$ cat config.mk
export PLATFORM = sky130hd
export DESIGN_NAME = lmsc_core
export DESIGN_NICKNAME = d
export VERILOG_FILES = /design/src/core/lmsc_pkg.sv /design/src/core/lmsc_ram.sv /design/src/core/lmsc_timebase.sv /design/src/core/lmsc_core.sv
export SDC_FILE = /design/constraint.sdc
export NUM_CORES = 1
export LEC_CHECK = 0
export BUFFER_PORTS_ARGS = -buffer_cell sky130_fd_sc_hd__buf_2
export CAP_MARGIN = 5
export CORE_UTILIZATION = 35
export CTS_BUF_LIST = sky130_fd_sc_hd__clkbuf_8
export CTS_CLUSTER_DIAMETER = 100
export CTS_CLUSTER_SIZE = 12
export DETAILED_ROUTE_END_ITERATION = 8
export PLACE_DENSITY = 0.58
export SLEW_MARGIN = 40
export SYNTH_ARGS = -nofsm -noshare
export SYNTH_HDL_FRONTEND = slang
export SYNTH_SLANG_ARGS = --single-unit
$ cat constraint.sdc
create_clock -name ref_clk -period 7.9 [get_ports ref_clk]
set_input_delay 1.58 -clock ref_clk [delete_from_list [all_inputs] [get_ports ref_clk]]
set_output_delay 1.58 -clock ref_clk [all_outputs]
set_load 0.005 [all_outputs]
$ cat src/core/lmsc_pkg.sv
// Purpose: Shared constants for the LED matrix scan core
// Assumes: 50 MHz reference clock, APB register access
// Notes: Summary of operation follows
// Summary of operation
// - Oscillator stays stopped after reset
// - Commons released, rows low after reset
// - Reset gives full dimming duty, blink off
// - Clock from internal 256 kHz or external
// - Disable stops clock and duty generator
// - External clock ignores disable, never powers down
// - Drive-off blanks rows and commons, duty generator keeps running; precedes disable
// - Address command loads the memory pointer
// - Pointer advances after each 4-bit word
// - Blink flashes whole display, divided clock
// - Static 88 by 4 memory, one lights
// - Row n uses words 2n and 2n+1
// - 44 by 8 scan, N or P commons
// - Row PWM dimming, 20-tick period
`default_nettype none
package lmsc_pkg;
    localparam int unsigned CLK_HZ = 50_000_000;
    localparam int unsigned SYS_HZ = 256_000;
    localparam int unsigned SYS_DIV = CLK_HZ / SYS_HZ;
    localparam int unsigned POR_QUIET_US = 1000;
    localparam int unsigned RAM_WORDS = 88;
    localparam logic [6:0] RAM_LAST = 7'h57;
    localparam int unsigned ROWS = 44;
    localparam int unsigned COMS = 8;
    localparam logic [8:0] SLOT_TICKS = 9'h148;
    localparam logic [4:0] DIM_PERIOD = 5'h14;
    localparam logic [11:0] OFF_CTRL = 12'h000;
    localparam logic [11:0] OFF_ADDR = 12'h004;
    localparam logic [11:0] OFF_DATA = 12'h008;
    localparam logic [11:0] OFF_STAT = 12'h00c;
    localparam int unsigned CTRL_SYSEN = 0;
    localparam int unsigned CTRL_LEDON = 1;
    localparam int unsigned CTRL_EXTCLK = 2;
    localparam int unsigned CTRL_PMOS = 3;
    localparam int unsigned CTRL_BLINK = 4;
    localparam int unsigned CTRL_DIM = 8;
    localparam logic [3:0] DIM_RESET = 4'hf;
    localparam logic [1:0] BLINK_OFF = 2'h0;
    localparam logic [1:0] BLINK_2HZ = 2'h1;
    localparam logic [1:0] BLINK_1HZ = 2'h2;
    localparam int unsigned HALF_2HZ = SYS_HZ / 4;
    localparam int unsigned HALF_1HZ = SYS_HZ / 2;
    localparam int unsigned HALF_05HZ = SYS_HZ;

    // Row on-time in ticks for a dimming level, level 15 is full period
    function automatic logic [4:0] dimOnTicks(input logic [3:0] lvl);
        logic [9:0] p;
        p = 10'({6'h00, lvl} + 10'h001) * 10'(DIM_PERIOD);
        return p[8:4];
    endfunction
endpackage
`default_nettype wire

$ cat src/core/lmsc_ram.sv
// Purpose: Display memory, one write port and two registered read ports
// Assumes: Addresses presented are below the word count
// Notes: Contents are not reset, like a static store
`timescale 1ns/1ps
`default_nettype none
module lmsc_ram import lmsc_pkg::*; (
    input wire logic clk,
    input wire logic we,
    input wire logic [6:0] waddr,
    input wire logic [3:0] wdata,
    input wire logic [6:0] raddrA,
    output logic [3:0] rdataA,
    input wire logic [6:0] raddrB,
    output logic [3:0] rdataB
);
    logic [3:0] mem [RAM_WORDS];

    // Word store, a one bit lights its LED
    always_ff @(posedge clk) begin
        if (we) begin
            mem[waddr] <= wdata;
        end
    end

    // Scan port
    always_ff @(posedge clk) begin
        rdataA <= mem[raddrA];
    end

    // Bus port
    always_ff @(posedge clk) begin
        rdataB <= mem[raddrB];
    end
endmodule // lmsc_ram
`default_nettype wire

$ cat src/core/lmsc_timebase.sv
// Purpose: Scan slot, dimming and blink timing on the system tick
// Assumes: tick is a one-cycle pulse per system clock period
// Notes: All counters clear while the time base is halted
`timescale 1ns/1ps
`default_nettype none
module lmsc_timebase import lmsc_pkg::*; #(
    parameter int unsigned BLINK_HALF_2HZ = HALF_2HZ,
    parameter int unsigned BLINK_HALF_1HZ = HALF_1HZ,
    parameter int unsigned BLINK_HALF_05HZ = HALF_05HZ
) (
    input wire logic clk,
    input wire logic rstN,
    input wire logic tick,
    input wire logic run,
    input wire logic [1:0] blinkSel,
    input wire logic [3:0] dimLevel,
    output logic [2:0] comIdx,
    output logic [8:0] slotCnt,
    output logic slotWrap,
    output logic pwmOn,
    output logic blinkDark
);
    logic [4:0] dimCnt_q;
    logic [17:0] blinkCnt_q;
    logic [17:0] blinkHalf;

    assign slotWrap = tick && (slotCnt == SLOT_TICKS - 9'h001);
    assign pwmOn = dimCnt_q < dimOnTicks(dimLevel);

    // Slot and common counters, one common per slot
    always_ff @(posedge clk or negedge rstN) begin
        if (!rstN) begin
            slotCnt <= 9'h000;
            comIdx <= 3'h0;
        end else if (!run) begin
            slotCnt <= 9'h000;
            comIdx <= 3'h0;
        end else if (slotWrap) begin
            slotCnt <= 9'h000;
            comIdx <= comIdx + 3'h1;
        end else if (tick) begin
            slotCnt <= slotCnt + 9'h001;
        end
    end

    // Dimming period counter
    always_ff @(posedge clk or negedge rstN) begin
        if (!rstN) begin
            dimCnt_q <= 5'h00;
        end else if (!run) begin
            dimCnt_q <= 5'h00;
        end else if (tick) begin
            dimCnt_q <= (dimCnt_q == DIM_PERIOD - 5'h01) ? 5'h00 : dimCnt_q + 5'h01;
        end
    end

    // Half period of the selected blink rate
    always_comb begin
        unique case (blinkSel)
            BLINK_2HZ: blinkHalf = 18'(BLINK_HALF_2HZ);
            BLINK_1HZ: blinkHalf = 18'(BLINK_HALF_1HZ);
            default: blinkHalf = 18'(BLINK_HALF_05HZ);
        endcase
    end

    // Blink phase divided from the system tick
    always_ff @(posedge clk or negedge rstN) begin
        if (!rstN) begin
            blinkCnt_q <= 18'h00000;
            blinkDark <= 1'b0;
        end else if (!run || blinkSel == BLINK_OFF) begin
            blinkCnt_q <= 18'h00000;
            blinkDark <= 1'b0;
        end else if (tick) begin
            if (blinkCnt_q >= blinkHalf - 18'h00001) begin
                blinkCnt_q <= 18'h00000;
                blinkDark <= !blinkDark;
            end else begin
                blinkCnt_q <= blinkCnt_q + 18'h00001;
            end
        end
    end
endmodule // lmsc_timebase
`default_nettype wire

$ cat src/core/lmsc_core.sv
// Purpose: LED matrix scan core with APB register access
// Assumes: APB inputs synchronous to ref_clk, external clock input sampled
// Notes: Rows are fetched for the next common during the current slot
`timescale 1ns/1ps
`default_nettype none
module lmsc_core import lmsc_pkg::*; #(
    parameter int unsigned BLINK_HALF_2HZ = HALF_2HZ,
    parameter int unsigned BLINK_HALF_1HZ = HALF_1HZ,
    parameter int unsigned BLINK_HALF_05HZ = HALF_05HZ
) (
    input wire logic ref_clk,
    input wire logic rstn,
    input wire logic psel,
    input wire logic penable,
    input wire logic pwrite,
    input wire logic [11:0] paddr,
    input wire logic [31:0] pwdata,
    output logic [31:0] prdata,
    output logic pready,
    output logic pslverr,
    input wire logic extClkIn,
    output logic [43:0] segmentRowLines,
    output logic [7:0] commonLinesOut,
    output logic [7:0] commonLinesOe
);
    typedef enum logic [2:0] {
        FS_IDLE = 3'b001,
        FS_READ = 3'b010,
        FS_WAIT = 3'b100
    } lmsc_fetch_t;

    logic [1:0] rstPipe_q;
    logic rstSyncN;
    logic sysEnable_q, ledOn_q, extClk_q, pmos_q;
    logic [1:0] blinkSel_q;
    logic [3:0] dimLevel_q;
    logic [6:0] ptr_q, ptrNext;
    logic [7:0] divCnt_q;
    logic extPrev_q;
    logic intTick, extTick, sysTick, tbRun, driveOn;
    logic [2:0] comIdx;
    logic [8:0] slotCnt;
    logic slotWrap, pwmOn, blinkDark;
    logic setupPh, accessDone, wrEn, rdDone;
    logic ctrlHit, addrHit, dataHit, statHit;
    logic dataWrite, addrWrite, addrBad;
    logic [3:0] ramBusData, ramScanData;
    lmsc_fetch_t fetchState_q;
    logic [5:0] fetchIdx_q, capIdx_q;
    logic [2:0] fetchCom_q;
    logic [1:0] capBit_q;
    logic capValid_q;
    logic [43:0] rowNext_q, rowLatch_q;

    // Register offset match
    function automatic logic regHit(input logic [11:0] a, input logic [11:0] off);
        return a == off;
    endfunction

    // Reset release through two flip-flops
    always_ff @(posedge ref_clk or negedge rstn) begin
        if (!rstn) begin
            rstPipe_q <= 2'b00;
        end else begin
            rstPipe_q <= {rstPipe_q[0], 1'b1};
        end
    end
    assign rstSyncN = rstPipe_q[1];

    // Bus decode
    assign setupPh = psel && !penable;
    assign accessDone = psel && penable && pready;
    assign ctrlHit = regHit(paddr, OFF_CTRL);
    assign addrHit = regHit(paddr, OFF_ADDR);
    assign dataHit = regHit(paddr, OFF_DATA);
    assign statHit = regHit(paddr, OFF_STAT);
    assign addrBad = pwdata[31:7] != 25'h0000000 || pwdata[6:0] > RAM_LAST;
    assign wrEn = accessDone && pwrite && !pslverr;
    assign rdDone = accessDone && !pwrite && !pslverr;
    assign dataWrite = wrEn && dataHit;
    assign addrWrite = wrEn && addrHit;

    // One wait-free access phase, answer registered in the setup cycle
    always_ff @(posedge ref_clk or negedge rstSyncN) begin
        if (!rstSyncN) begin
            pready <= 1'b0;
            pslverr <= 1'b0;
        end else begin
            pready <= setupPh;
            pslverr <= setupPh && (!(ctrlHit || addrHit || dataHit || statHit)
                || (addrHit && pwrite && addrBad));
        end
    end

    // Read data captured in the setup cycle
    always_ff @(posedge ref_clk or negedge rstSyncN) begin
        if (!rstSyncN) begin
            prdata <= 32'h00000000;
        end else if (setupPh && !pwrite) begin
            if (ctrlHit) begin
                prdata <= {20'h00000, dimLevel_q, 2'b00, blinkSel_q,
                    pmos_q, extClk_q, ledOn_q, sysEnable_q};
            end else if (addrHit) begin
                prdata <= {25'h0000000, ptr_q};
            end else if (dataHit) begin
                prdata <= {28'h0000000, ramBusData};
            end else if (statHit) begin
                prdata <= {26'h0000000, blinkDark, comIdx, driveOn, tbRun};
            end else begin
                prdata <= 32'h00000000;
            end
        end
    end

    // Control fields, dark and stopped after reset
    always_ff @(posedge ref_clk or negedge rstSyncN) begin
        if (!rstSyncN) begin
            sysEnable_q <= 1'b0;
            ledOn_q <= 1'b0;
            extClk_q <= 1'b0;
            pmos_q <= 1'b0;
            blinkSel_q <= BLINK_OFF;
            dimLevel_q <= DIM_RESET;
        end else if (wrEn && ctrlHit) begin
            sysEnable_q <= pwdata[CTRL_SYSEN];
            ledOn_q <= pwdata[CTRL_LEDON];
            extClk_q <= pwdata[CTRL_EXTCLK];
            pmos_q <= pwdata[CTRL_PMOS];
            blinkSel_q <= pwdata[CTRL_BLINK +: 2];
            dimLevel_q <= pwdata[CTRL_DIM +: 4];
        end
    end

    // Memory pointer, loaded by address write, stepped per data word
    always_ff @(posedge ref_clk or negedge rstSyncN) begin
        if (!rstSyncN) begin
            ptr_q <= 7'h00;
        end else if (addrWrite) begin
            ptr_q <= pwdata[6:0];
        end else if (dataWrite || (rdDone && dataHit)) begin
            ptr_q <= (ptr_q == RAM_LAST) ? 7'h00 : ptr_q + 7'h01;
        end
    end

    // Pointer as it stands after this edge; the bus read port follows it so
    // a read setup right after an access never returns the previous word
    assign ptrNext = addrWrite ? pwdata[6:0]
        : (dataWrite || (rdDone && dataHit)) ? ((ptr_q == RAM_LAST) ? 7'h00 : ptr_q + 7'h01)
        : ptr_q;

    // System tick from internal divider or external clock edge
    assign intTick = sysEnable_q && !extClk_q && divCnt_q == 8'(SYS_DIV - 1);
    assign extTick = extClk_q && extClkIn && !extPrev_q;
    assign sysTick = intTick || extTick;
    assign tbRun = sysEnable_q || extClk_q;
    assign driveOn = sysEnable_q && ledOn_q;

    // Internal oscillator, held stopped while disabled
    always_ff @(posedge ref_clk or negedge rstSyncN) begin
        if (!rstSyncN) begin
            divCnt_q <= 8'h00;
        end else if (!sysEnable_q || extClk_q) begin
            divCnt_q <= 8'h00;
        end else begin
            divCnt_q <= intTick ? 8'h00 : divCnt_q + 8'h01;
        end
    end

    // External clock edge detect
    always_ff @(posedge ref_clk or negedge rstSyncN) begin
        if (!rstSyncN) begin
            extPrev_q <= 1'b0;
        end else begin
            extPrev_q <= extClkIn;
        end
    end

    lmsc_ram uRam (
        .clk(ref_clk),
        .we(dataWrite),
        .waddr(ptr_q),
        .wdata(pwdata[3:0]),
        .raddrA({fetchIdx_q, fetchCom_q[2]}),
        .rdataA(ramScanData),
        .raddrB(ptrNext),
        .rdataB(ramBusData)
    );

    lmsc_timebase #(
        .BLINK_HALF_2HZ(BLINK_HALF_2HZ),
        .BLINK_HALF_1HZ(BLINK_HALF_1HZ),
        .BLINK_HALF_05HZ(BLINK_HALF_05HZ)
    ) uTimebase (
        .clk(ref_clk),
        .rstN(rstSyncN),
        .tick(sysTick),
        .run(tbRun),
        .blinkSel(blinkSel_q),
        .dimLevel(dimLevel_q),
        .comIdx(comIdx),
        .slotCnt(slotCnt),
        .slotWrap(slotWrap),
        .pwmOn(pwmOn),
        .blinkDark(blinkDark)
    );

    // Row fetch for the following common, started at each slot start
    always_ff @(posedge ref_clk or negedge rstSyncN) begin
        if (!rstSyncN) begin
            fetchState_q <= FS_IDLE;
            fetchIdx_q <= 6'h00;
            fetchCom_q <= 3'h0;
        end else begin
            unique case (fetchState_q)
                FS_IDLE: begin
                    if (tbRun && sysTick && slotCnt == 9'h000) begin
                        fetchState_q <= FS_READ;
                        fetchIdx_q <= 6'h00;
                        fetchCom_q <= comIdx + 3'h1;
                    end
                end
                FS_READ: begin
                    if (fetchIdx_q == 6'(ROWS - 1)) begin
                        fetchState_q <= FS_WAIT;
                    end else begin
                        fetchIdx_q <= fetchIdx_q + 6'h01;
                    end
                end
                FS_WAIT: begin
                    fetchState_q <= FS_IDLE;
                end
                default: begin
                    fetchState_q <= FS_IDLE;
                end
            endcase
        end
    end

    // Read data follows its address by one cycle
    always_ff @(posedge ref_clk or negedge rstSyncN) begin
        if (!rstSyncN) begin
            capValid_q <= 1'b0;
            capIdx_q <= 6'h00;
            capBit_q <= 2'h0;
        end else begin
            capValid_q <= fetchState_q == FS_READ;
            capIdx_q <= fetchIdx_q;
            capBit_q <= fetchCom_q[1:0];
        end
    end

    // Shadow rows: for common k, bit k%4 of word 2n+k/4, so word 2n or 2n+1
    always_ff @(posedge ref_clk or negedge rstSyncN) begin
        if (!rstSyncN) begin
            rowNext_q <= 44'h00000000000;
        end else if (capValid_q) begin
            rowNext_q[capIdx_q] <= ramScanData[capBit_q];
        end
    end

    // Shadow rows take over with the new common
    always_ff @(posedge ref_clk or negedge rstSyncN) begin
        if (!rstSyncN) begin
            rowLatch_q <= 44'h00000000000;
        end else if (!tbRun) begin
            rowLatch_q <= 44'h00000000000;
        end else if (slotWrap) begin
            rowLatch_q <= rowNext_q;
        end
    end

    // Pin drivers, commons released and rows low when not driving
    always_ff @(posedge ref_clk or negedge rstSyncN) begin
        if (!rstSyncN) begin
            segmentRowLines <= 44'h00000000000;
            commonLinesOut <= 8'h00;
            commonLinesOe <= 8'h00;
        end else begin
            segmentRowLines <= (driveOn && pwmOn && !blinkDark) ? rowLatch_q
                : 44'h00000000000;
            commonLinesOe <= driveOn ? (8'h01 << comIdx) : 8'h00;
            commonLinesOut <= pmos_q ? (8'h01 << comIdx) : 8'h00;
        end
    end

    // Checks
    logic rstSeen_q;
    always_ff @(posedge ref_clk or negedge rstSyncN) begin
        if (!rstSyncN) begin
            rstSeen_q <= 1'b0;
        end else begin
            rstSeen_q <= 1'b1;
        end
    end

    reset_defaults_a: assert property (@(posedge ref_clk) disable iff (!rstSyncN)
        !rstSeen_q |-> !sysEnable_q && dimLevel_q == DIM_RESET && blinkSel_q == BLINK_OFF)
        else $error("control fields not at reset defaults");
    dark_when_off_a: assert property (@(posedge ref_clk) disable iff (!rstSyncN)
        !driveOn |=> segmentRowLines == 44'h00000000000 && commonLinesOe == 8'h00)
        else $error("display driven while drive is off");
    disable_stops_a: assert property (@(posedge ref_clk) disable iff (!rstSyncN)
        !sysEnable_q && !extClk_q |-> !sysTick ##1 slotCnt == 9'h000)
        else $error("time base runs while disabled");
    ext_keeps_a: assert property (@(posedge ref_clk) disable iff (!rstSyncN)
        extClk_q && extClkIn && !extPrev_q |=> slotCnt == (($past(slotCnt) == SLOT_TICKS - 9'h001)
            ? 9'h000 : $past(slotCnt) + 9'h001))
        else $error("external clock edge lost");
    ptr_load_a: assert property (@(posedge ref_clk) disable iff (!rstSyncN)
        addrWrite |=> ptr_q == $past(pwdata[6:0]))
        else $error("pointer not loaded");
    ptr_step_a: assert property (@(posedge ref_clk) disable iff (!rstSyncN)
        dataWrite |=> ptr_q == (($past(ptr_q) == RAM_LAST) ? 7'h00 : $past(ptr_q) + 7'h01))
        else $error("pointer did not advance");
    int_tick_a: assert property (@(posedge ref_clk) disable iff (!rstSyncN)
        sysEnable_q && !extClk_q && intTick |=> !intTick [*8])
        else $error("internal tick period too short");
    slot_step_a: assert property (@(posedge ref_clk) disable iff (!rstSyncN)
        slotWrap |=> comIdx == $past(comIdx) + 3'h1 && slotCnt == 9'h000)
        else $error("common did not step at slot end");
    full_duty_a: assert property (@(posedge ref_clk) disable iff (!rstSyncN)
        dimLevel_q == DIM_RESET |-> pwmOn)
        else $error("full duty not continuous");
    one_common_a: assert property (@(posedge ref_clk) disable iff (!rstSyncN)
        $onehot0(commonLinesOe))
        else $error("more than one common active");
    blink_off_a: assert property (@(posedge ref_clk) disable iff (!rstSyncN)
        blinkSel_q == BLINK_OFF |=> !blinkDark)
        else $error("blank phase with blink off");
    row_map_a: assert property (@(posedge ref_clk) disable iff (!rstSyncN)
        capValid_q |=> rowNext_q[$past(capIdx_q)] == $past(ramScanData[capBit_q]))
        else $error("row bit not taken from its word");

    blink_seen_c: cover property (@(posedge ref_clk) disable iff (!rstSyncN)
        blinkSel_q == BLINK_2HZ && $rose(blinkDark));
    ptr_wrap_c: cover property (@(posedge ref_clk) disable iff (!rstSyncN)
        dataWrite && ptr_q == RAM_LAST);
    pmos_ext_c: cover property (@(posedge ref_clk) disable iff (!rstSyncN)
        pmos_q && extClk_q && driveOn && slotWrap);
    int_dim_c: cover property (@(posedge ref_clk) disable iff (!rstSyncN)
        !extClk_q && intTick && pwmOn);
endmodule // lmsc_core
`default_nettype wire

# [Word-level counts from Yosys, hierarchy flattened]
# Memory sizes are Yosys's and may differ from the RTL's. A register that Yosys moved wholly into a read port is not among the register bits.
# Cells that the tools add are included.
[word_totals] regBits=267 mem_bits_rw=352 input_bits=50 wordCells=163 mem_count=1
[memory_table] name="uRam.mem" words=88 word_bits=4 read_ports=2 rd_clocked_by_memory_dff=2 write_ports=1 line="lmsc_ram.sv:16" rtl="logic [3:0] mem [RAM_WORDS];"
[op_classes] n_addsub=9 mul=1 magnitude_cmp=6 n_eq_ne=18 shifts=1 mux=42 reduce_logical=56
[ops] op="$mux 44" n=3
[ops] op="$mux 18" n=3
[ops] op="$bwmux 44" n=1
[ops] op="$pmux 18 s2" n=1
[ops] op="$mux 8" n=4
[ops] op="$mux 7" n=4
[ops] op="$mux 9" n=3
[ops] op="$logic_and 1x1->1" n=26
[ops] op="$reduce_bool 25->1" n=1
[ops] op="$eq 12x4->1 const B" n=2
[ops] op="$mux 6" n=4
[ops] op="$add 18x1->18 const B" n=1
[ops] op="$ge 18x18->1" n=1
[ops] op="$sub 18x1->18 const B" n=1
[ops] op="$mux 5" n=3
[ops] op="$eq 12x3->1 const B" n=1
[ops] op="$logic_not 12->1" n=1
[ops] op="$mux 12" n=1
[ops] op="$mux 3" n=4
[ops] op="$pmux 6 s2" n=1
[ops] op="$logic_or 1x1->1" n=10
[ops] op="$mul 10x3->7 const B" n=1
[ops] op="$add 9x1->9 const B" n=1
[ops] op="$eq 9x9->1 const B" n=1
[ops] op="33 further kinds" n=54

# [Longest topological paths before layout]
# Gate-level depths: netlist (run 1).
[logic_depth] word_depth=8 mapped_depth=14

# [By module]
# From an unflattened synthesis (run 1), not the netlist that was laid out.
[hier_totals] cells_unflattened=1931 hier_area_um2=28381.0
[by_module_without_submodules] module="lmsc_ram" n_inst=1 cells_each=957 area_each_um2=17284.1 seq_area_each_um2=10730.3
[by_module_without_submodules] module="lmsc_core" n_inst=1 cells_each=731 area_each_um2=8765.9 seq_area_each_um2=5261.3
[by_module_without_submodules] module="lmsc_timebase" n_inst=1 cells_each=243 area_each_um2=2331.0 seq_area_each_um2=900.9

# [Worst setup path after synthesis (run 1)]
# OpenSTA, ideal clock, no wires.
[synth_timing] path_kind="input to register" startpoint="input port paddr[1]" endpoint="register uRam.rdataB[0] (read register of uRam.mem)" setup_time_ns=0.130 t_arrival_ns=3.959 required_ns=7.770 setup_slack_ns=3.811 stages=13 path_cell_list="nor4_4 > nand3_2 > or2_1 > buf_2 > mux2i_4 > inv_2 > buf_6 > buf_6 > mux4_2 > nand2_1 > nand3_1 > nand4_1 > o31ai_2"
[synth_between] elab_chain_cells=5 elab_cells_between_ends=8 classes_between="eq/ne (2); mux (2); reduce/logical (4)"
[synth_lines] item="from (decl)" line="lmsc_core.sv:16" rtl="input wire logic [11:0] paddr,"
[synth_lines] item="$eq 12x4->1" line="lmsc_core.sv:57" rtl="return a == off;"
[synth_lines] item="$logic_and 1x1->1 (on tied branches)" line="lmsc_core.sv:80, lmsc_core.sv:148"
[synth_lines] item="$logic_or 1x1->1" line="lmsc_core.sv:148" rtl=": (dataWrite || (rdDone && dataHit)) ? ((ptr_q == RAM_LAST) ? 7'h00 : ptr_q + 7'h01)"
[synth_lines] item="$mux 7"
[synth_lines] item="$mux 7 *"
[synth_lines] item="to (decl)" line="lmsc_ram.sv:14" rtl="output logic [3:0] rdataB"
# Every way passes the cells marked *; elsewhere a longest branch is shown, timed or not.
# A chain may end at the register's enable or synchronous reset.

# [Worst setup path after layout (run 1)]
# Same ends and word-level chain as after synthesis.

==> results.sh, run 1 <==
export IMPL_synth_avg_cell_area_um2=13.2
export IMPL_startpoint_type="primary input"
export IMPL_maxSlewHeadroom_pct=35.8
export IMPL_wl_per_cell_um=23.0
export IMPL_cts_hold_buf=0
export IMPL_setup_tns_final_ns=0
export IMPL_path_class="in -> reg"
export IMPL_status="complete, no violations"
export IMPL_synthCells=2143
export IMPL_end_kind="flop"
export IMPL_yosysTopAreaCell="edfxtp_1"
export IMPL_drive_above_1_share_pct=20.6
export IMPL_synthesis_area_um2=28200
export IMPL_cts_setup_buffers=0
export IMPL_vias=18505
export IMPL_die_area_um2=81800
export IMPL_port_buffers=122
export IMPL_synth_ff_latch_count=606
export IMPL_synthTopCellsByCount="edfxtp_1, nand2_1, dfrtp_1"
export IMPL_boundaryPins=144
export IMPL_grt_pass1_wl_um=117000
export IMPL_antenna_found_initial=1
export IMPL_hpwlAfterDp_um=51300
export IMPL_gp_congestion=0.894
export IMPL_grt_total_usage_pct=18.6
export IMPL_async_flop_share_pct=40.6
export IMPL_whs_ns=0.254
export IMPL_p_sw_mw=1.18
export IMPL_grt_pass1_vias=18912
export IMPL_p_leak_nw=12.0
export IMPL_fmax_mhz=211
export IMPL_n_fill_cell=7550
export IMPL_crit_chain="buf_2, nor4_4, nand3_2, or2_1, mux2i_4, inv_2, nand2_1, o22ai_1, a2111oi_0, a2111oi_2, o31ai_2"
export IMPL_setup_violations_final=0
export IMPL_finalNonFillerCells=3319
export IMPL_rsz0062_at_grt="no"
export IMPL_synth_top_cell_area_share_pct=37.4
export IMPL_ys_seq_area_share_pct=59.8
export IMPL_insertion_delay_ns=0.74
export IMPL_final_nets=2321
export IMPL_path_clk_slew_ns=0.09
export IMPL_combPwrFrac_pct=1.7
export IMPL_core_area_um2=79400
export IMPL_antenna_left=0
export IMPL_p_int_mw=4.11
export IMPL_drc=0
export IMPL_min_path_type="reg -> async"
export IMPL_grt_max_degree=82
export IMPL_finClkSkew_ns=0.0895
export IMPL_overflow=0
export IMPL_cap_violations=0
export IMPL_syn_to_final_growth_pct=9.39
export IMPL_cp_max_fo=21
export IMPL_final_cell_area_um2=30900
export IMPL_slowest_stage="a2111oi_0"
export IMPL_clock_sinks=606
export IMPL_die_y_um=286
export IMPL_power_density_nw_per_um2=171
export IMPL_ys_warn_count=0
export IMPL_crit_path_max_incr_delay_ns=0.64
export IMPL_cts_root_buf="clkbuf_8"
export IMPL_place_ws_ns=2.46
export IMPL_clockPowerShare_pct=34.8
export IMPL_ctsLongestPathBuffers=3
export IMPL_yosys_top_cells_area="edfxtp_1, dfrtp_1, mux4_2"
export IMPL_critPathRequiredTime_ns=8.53
export IMPL_final_hold_viol_count=0
export IMPL_drtPass1Iterations=6
export IMPL_cts_resized=0
export IMPL_synth_edf_count=352
export IMPL_vias_per_cell=5.58
export IMPL_cts_tree="built"
export IMPL_cts_buffers=57
export IMPL_slew_violations=0
export IMPL_synth_cell_type_count=86
export IMPL_dr_first_iter_drc_count=1874
export IMPL_worstPathArrival_ns=5.36
export IMPL_synth_most_common_cell="edfxtp_1"
export IMPL_setup_ws_ns=3.17
export IMPL_initial_core_util_pct=35.6
export IMPL_p_seq_share_pct=63.4
export IMPL_wl_um=76400
export IMPL_tightestPinTransition_ns=0.962
export IMPL_die_x_um=286
export IMPL_ir_drop_v=0.000131
export IMPL_synthFlopType="edfxtp_1"
export IMPL_rows=103
export IMPL_switching_share_pct=22.3
export IMPL_min_period_ns=4.73
export IMPL_htreeDepth=2
export IMPL_postPlaceCellArea_um2=29900
export IMPL_dpl_cell_count=3225
export IMPL_fin_crit_sh_pct=59.9
==> per-layer routing <==
metal	global-route usage, %	routed length, µm	vias to the layer above
li1	-	-	8060
met1	24.9	31900	9463
met2	30.3	36300	815
met3	3.48	5610	167
met4	6.51	2590	0
met5	0	0	-
==> layout by cell type (no fill, tap or decap), types with 36 or more instances in the layout <==
master,instances
inv_1,57
clkbuf_8,58
ha_1,36
buf_4,36
mux4_2,141
mux2i_1,69
nand2_1,310
nand3_1,83
buf_2,122
edfxtp_1,352
dfrtp_1,236
nor2_1,200
mux2_2,61
and2_1,56
a21oi_1,59
==> flip-flops by register name (all words and copies together), names as in the netlist, 5 cells and up <==
| signal | cells |
|---|---|
| fetchIdx_q | 6 |
| ptr_q | 7 |
| divCnt_q | 8 |
| capIdx_q | 6 |
| uTimebase.blinkCnt_q | 18 |
| commonLinesOe | 8 |
| prdata | 11 |
| rowNext_q | 44 |
| uTimebase.slotCnt | 9 |
| rowLatch_q | 44 |
| segmentRowLines | 44 |
| commonLinesOut | 8 |
| uRam.mem | 352 |
| uTimebase.dimCnt_q | 5 |
==> logic make-up (layout without fill, tap and decap cells) <==
family / Yosys count / in the layout / share of synthesized area [%]
AND/OR/NAND/NOR: 810 / 810 / 13.3
flip-flops: 606 / 606 / 59.8
multiplexers: 273 / 273 / 16.3
AO/OA/AOI/OAI: 199 / 199 / 4.75
buffers and inverters: 179 / 284 / 2.98
adder cells (fa/ha/maj): 37 / 37 / 1.67
XOR/XNOR: 37 / 37 / 1.15
other: 2 / 23 / 0.0266
==> power by group through the flow <==
| stage | combinational, mW | sequential [mW] | clock (mW) |
|---|---|---|---|
| final | 0.0915 | 3.35 | 1.84 |
| after global placement | 0.0859 | 3.43 | 0 |
| after floorplan | 0.0212 | 3.44 | 0 |
| after CTS | 0.0938 | 3.35 | 1.89 |
| after global routing | 0.103 | 3.36 | 2.01 |
| after detailed placement | 0.0937 | 3.42 | 0 |
==> stage by stage <==
step	util (%)	total power, mW
3_5_place_dp	37.6	3.52
4_1_cts	38.9	5.34
6_report	38.9	5.29
3_3_place_gp	37.6	3.51
5_1_grt	38.9	5.47
2_1_floorplan	-	3.46
==> worst paths after layout <==
check                                       start  cells past startpoint  slack, ns                            to
max                                      paddr[1]                     11       3.17        uRam.rdataB[0]$_DFF_P_
min                        rstPipe_q[1]$_DFF_PN0_                      0       0.25         capBit_q[1]$_DFF_PN0_
max reg2reg                    ptr_q[2]$_DFF_PN0_                     11       3.68        uRam.rdataB[0]$_DFF_P_
min reg2reg                rstPipe_q[1]$_DFF_PN0_                      0       0.25         capBit_q[1]$_DFF_PN0_
max in group asynchronous  rstPipe_q[1]$_DFF_PN0_                      2       6.06  segmentRowLines[1]$_DFF_PN0_
min in group ref_clk       rstPipe_q[0]$_DFF_PN0_                      0       0.36        rstPipe_q[1]$_DFF_PN0_
==> critical path: cells and delay by family <==
| family | cells | cell delay (ns) |
|---|---|---|
| AND/OR/NAND/NOR | 4 | 1.47 |
| AO/OA/AOI/OAI | 4 | 1.15 |
| multiplexers | 1 | 0.62 |
| buffers and inverters | 2 | 0.53 |
==> area by class of cell <==
class                      count  area, µm²  area share, %
clock inverter                36        219          0.709
sequential                   606      16900           54.7
clock buffer                  57        785           2.54
inverter                      31        123          0.397
timing repair buffer         160        915           2.96
tap                         1050       1310           4.25
multi-input combinational   1378      10600           34.4
antenna                        1       2.50        0.00810
Note: power is estimated with default switching activity, not from simulation.
==> inputs of run 2 (changes only) <==
- ABC_AREA: unset -> 1
- clock period: 7.9 -> 4 ns (I/O delays scaled with it)
==> run 2 against run 1 <==
Compared with the run above: combinational power rose to 3.2 times the previous value; critical endpoint is now segmentRowLines[32]$_DFF_PN0_; global-route usage up 2.3 points; die area increased by 4.8%; first-iteration DRC count grew 58%; sequential cell count did not move; synthesized cell count up 52%; utilization hardly changed; register-to-register slack worse by 2.9 ns; hold slack got worse by 0.025 ns; sequential share of layout area is 2.8 points lower.
==> results.sh, run 2 <==
export IMPL_die_x_um=293
export IMPL_finalNonFillerCells=4504
export IMPL_largest_register_ffs=352
export IMPL_slowest_stage="dfstp_2"
export IMPL_synthesis_area_um2=29600
export IMPL_setup_tns_final_ns=0
export IMPL_crit_family="adder cells"
export IMPL_fmax_mhz=314
export IMPL_cp_max_fo=44
export IMPL_insertion_delay_ns=0.73
export IMPL_switching_share_pct=23.5
export IMPL_end_kind="flop"
export IMPL_gp_congestion=0.937
export IMPL_cap_violations=0
export IMPL_critPathBufInv=3
export IMPL_grt_pass1_wl_um=139000
export IMPL_yosysTopAreaCell="edfxtp_1"
export IMPL_final_hold_viol_count=0
export IMPL_min_period_ns=3.18
export IMPL_whs_ns=0.229
export IMPL_rows=106
export IMPL_ctsLongestPathBuffers=3
export IMPL_synthTopCellsByCount="nand3_1, inv_1, nand2_1"
export IMPL_dr_first_iter_drc_count=2959
export IMPL_overflow=0
export IMPL_synth_edf_count=352
export IMPL_grt_total_usage_pct=20.9
export IMPL_p_sw_mw=2.49
export IMPL_wl_per_cell_um=20.1
export IMPL_wl_met3_um=8260
export IMPL_drc=0
export IMPL_ir_drop_v=0.000161
export IMPL_vias=23876
export IMPL_wl_met2_um=41100
export IMPL_htreeDepth=2
export IMPL_r2r_cells=13
export IMPL_slew_violations=0
export IMPL_clock_sinks=606
export IMPL_reg2reg_from="dimLevel_q[2]$_DFFE_PN1P_"
export IMPL_maxSlewHeadroom_pct=43.2
export IMPL_crit_chain="nand3_1, xor2_1, ha_1, ha_1, inv_1, fa_1, ha_1, inv_1, o21bai_1, a21oi_1, o21ai_4, buf_12, nor2_1"
export IMPL_wl_met1_um=38300
export IMPL_grt_pass1_vias=22945
export IMPL_power_density_nw_per_um2=325
export IMPL_hpwlAfterDp_um=58500
export IMPL_synth_top_cell_area_share_pct=35.7
export IMPL_boundaryPins=144
export IMPL_antenna_diode_count=0
export IMPL_regMostFlops="uRam.mem"
export IMPL_vias_per_cell=5.30
export IMPL_die_area_um2=85700
export IMPL_r2r_slack_ns=0.82
export IMPL_final_cell_area_um2=32600
export IMPL_cts_root_buf="clkbuf_8"
export IMPL_worstPathArrival_ns=3.79
export IMPL_synth_cell_type_count=53
export IMPL_p_int_mw=8.10
export IMPL_crit_path_max_incr_delay_ns=0.58
export IMPL_synthFlopType="edfxtp_1"
export IMPL_cts_buffers=57
export IMPL_synth_ff_latch_count=606
export IMPL_cts_setup_buffers=0
export IMPL_synthCells=3265
export IMPL_setup_violations_final=0
export IMPL_postPlaceCellArea_um2=31500
export IMPL_rsz0062_at_grt="no"
export IMPL_path_common_cell="ha_1"
export IMPL_port_buffers=122
export IMPL_startpoint_type="flop"
export IMPL_cts_resized=0
export IMPL_cts_tree="built"
export IMPL_layout_common_cells="inv_1, nand3_1, nand2_1"
export IMPL_fin_crit_sh_pct=79.6
export IMPL_drtPass1Iterations=7
export IMPL_clockPowerShare_pct=34.0
export IMPL_die_y_um=293
export IMPL_min_path_type="in -> reg"
export IMPL_dr_max_layer_used="met5"
export IMPL_n_fill_cell=8424
export IMPL_grt_max_degree=127
export IMPL_yosys_top_cells_area="edfxtp_1, dfrtp_1, nand3_1"
export IMPL_antenna_found_initial=3
export IMPL_ys_warn_count=0
export IMPL_final_common_cell="inv_1"
export IMPL_worstHoldEndpoint="extPrev_q$_DFF_PN0_"
export IMPL_wl_um=90300
export IMPL_finClkSkew_ns=0.0751
export IMPL_hold_start="extClkIn"
export IMPL_path_clk_slew_ns=0.09
export IMPL_core_area_um2=83700
export IMPL_path_class="reg -> reg"
export IMPL_p_leak_nw=14.1
export IMPL_synth_avg_cell_area_um2=9.06
export IMPL_critPathRequiredTime_ns=4.60
export IMPL_async_flop_share_pct=40.6
export IMPL_drive_above_1_share_pct=8.46
export IMPL_p_seq_share_pct=63.3
export IMPL_syn_to_final_growth_pct=10.0
export IMPL_r2r_end="segmentRowLines[32]$_DFF_PN0_"
export IMPL_status="complete, no violations"
export IMPL_initial_core_util_pct=35.4
export IMPL_ys_seq_area_share_pct=57.1
export IMPL_tightestPinTransition_ns=0.851
export IMPL_final_nets=3408
export IMPL_hold_depth=1
export IMPL_synth_most_common_cell="nand3_1"
export IMPL_dpl_cell_count=4395
export IMPL_combPwrFrac_pct=2.7
export IMPL_antenna_left=0
[run 2: kinds of logic (layout without fill, tap and decap cells)]
family,Yosys count,after routing,share of synthesized area [%]
AND/OR/NAND/NOR,1267,1267,19.6
AO/OA/AOI/OAI,681,681,12.3
buffers and inverters,656,741,8.92
flip-flops,606,606,57.1
adder cells (fa/ha/maj),37,37,1.59
XOR/XNOR,15,15,0.444
other,2,22,0.0254
multiplexers,1,1,0.0380
[run 2: worst max path at each step]
stage | from | endpoint | slack, ns | cells past startpoint
finish | dimLevel_q[2]$_DFFE_PN1P_ | segmentRowLines[32]$_DFF_PN0_ | 0.82 | 13
CTS | dimLevel_q[2]$_DFFE_PN1P_ | segmentRowLines[33]$_DFF_PN0_ | 0.78 | 13
global placement | paddr[7] | uRam.rdataB[2]$_DFF_P_ | 0.49 | 18
detailed placement | paddr[7] | uRam.rdataB[2]$_DFF_P_ | 0.49 | 18
floorplan | dimLevel_q[2]$_DFFE_PN1P_ | segmentRowLines[10]$_DFF_PN0_ | 0.97 | 13
global route | sysEnable_q$_DFFE_PN0P_ | uTimebase.blinkCnt_q[17]$_DFFE_PN0P_ | 0.65 | 15
[run 2: metrics by stage]
step | power, mW | setup WS, ns | util [%]
4_1_cts | 10.7 | 0.777 | 38.9
2_1_floorplan | 6.98 | 0.967 | -
3_3_place_gp | 7.13 | 0.492 | 37.7
5_1_grt | 11.0 | 0.648 | 38.9
3_5_place_dp | 7.13 | 0.486 | 37.7
6_report | 10.6 | 0.817 | 38.9
[run 2: power groups by stage]
stage	sequential, mW	combinational [mW]	clock, mW
final	6.70	0.290	3.60
after global routing	6.71	0.327	3.94
after CTS	6.70	0.297	3.71
after detailed placement	6.83	0.299	0
after global placement	6.84	0.290	0
after floorplan	6.85	0.127	0
[run 2: metal layers]
| layer | GRT usage [%] | vias up |
|---|---|---|
| li1 | - | 11166 |
| met1 | 28.3 | 11354 |
| met2 | 33.6 | 1178 |
| met3 | 4.18 | 176 |
| met4 | 6.64 | 2 |
| met5 | 0 | - |
[run 2: final cells by class]
cell class | instances | area, µm² | share of cell area [%]
repair buffers | 184 | 1310 | 4.02
clock inverters | 50 | 229 | 0.703
well taps | 1134 | 1420 | 4.36
multi-input cells | 2023 | 10200 | 31.4
clock buffers | 58 | 798 | 2.45
flip-flops and latches | 606 | 16900 | 51.9
inverters | 449 | 1690 | 5.18
[run 2: timing repair]
action | CTS | global route
endpoints found under the hold margin | 2 | 0
endpoints found under the setup margin | 0 | 0
hold buffers | 1 | 0
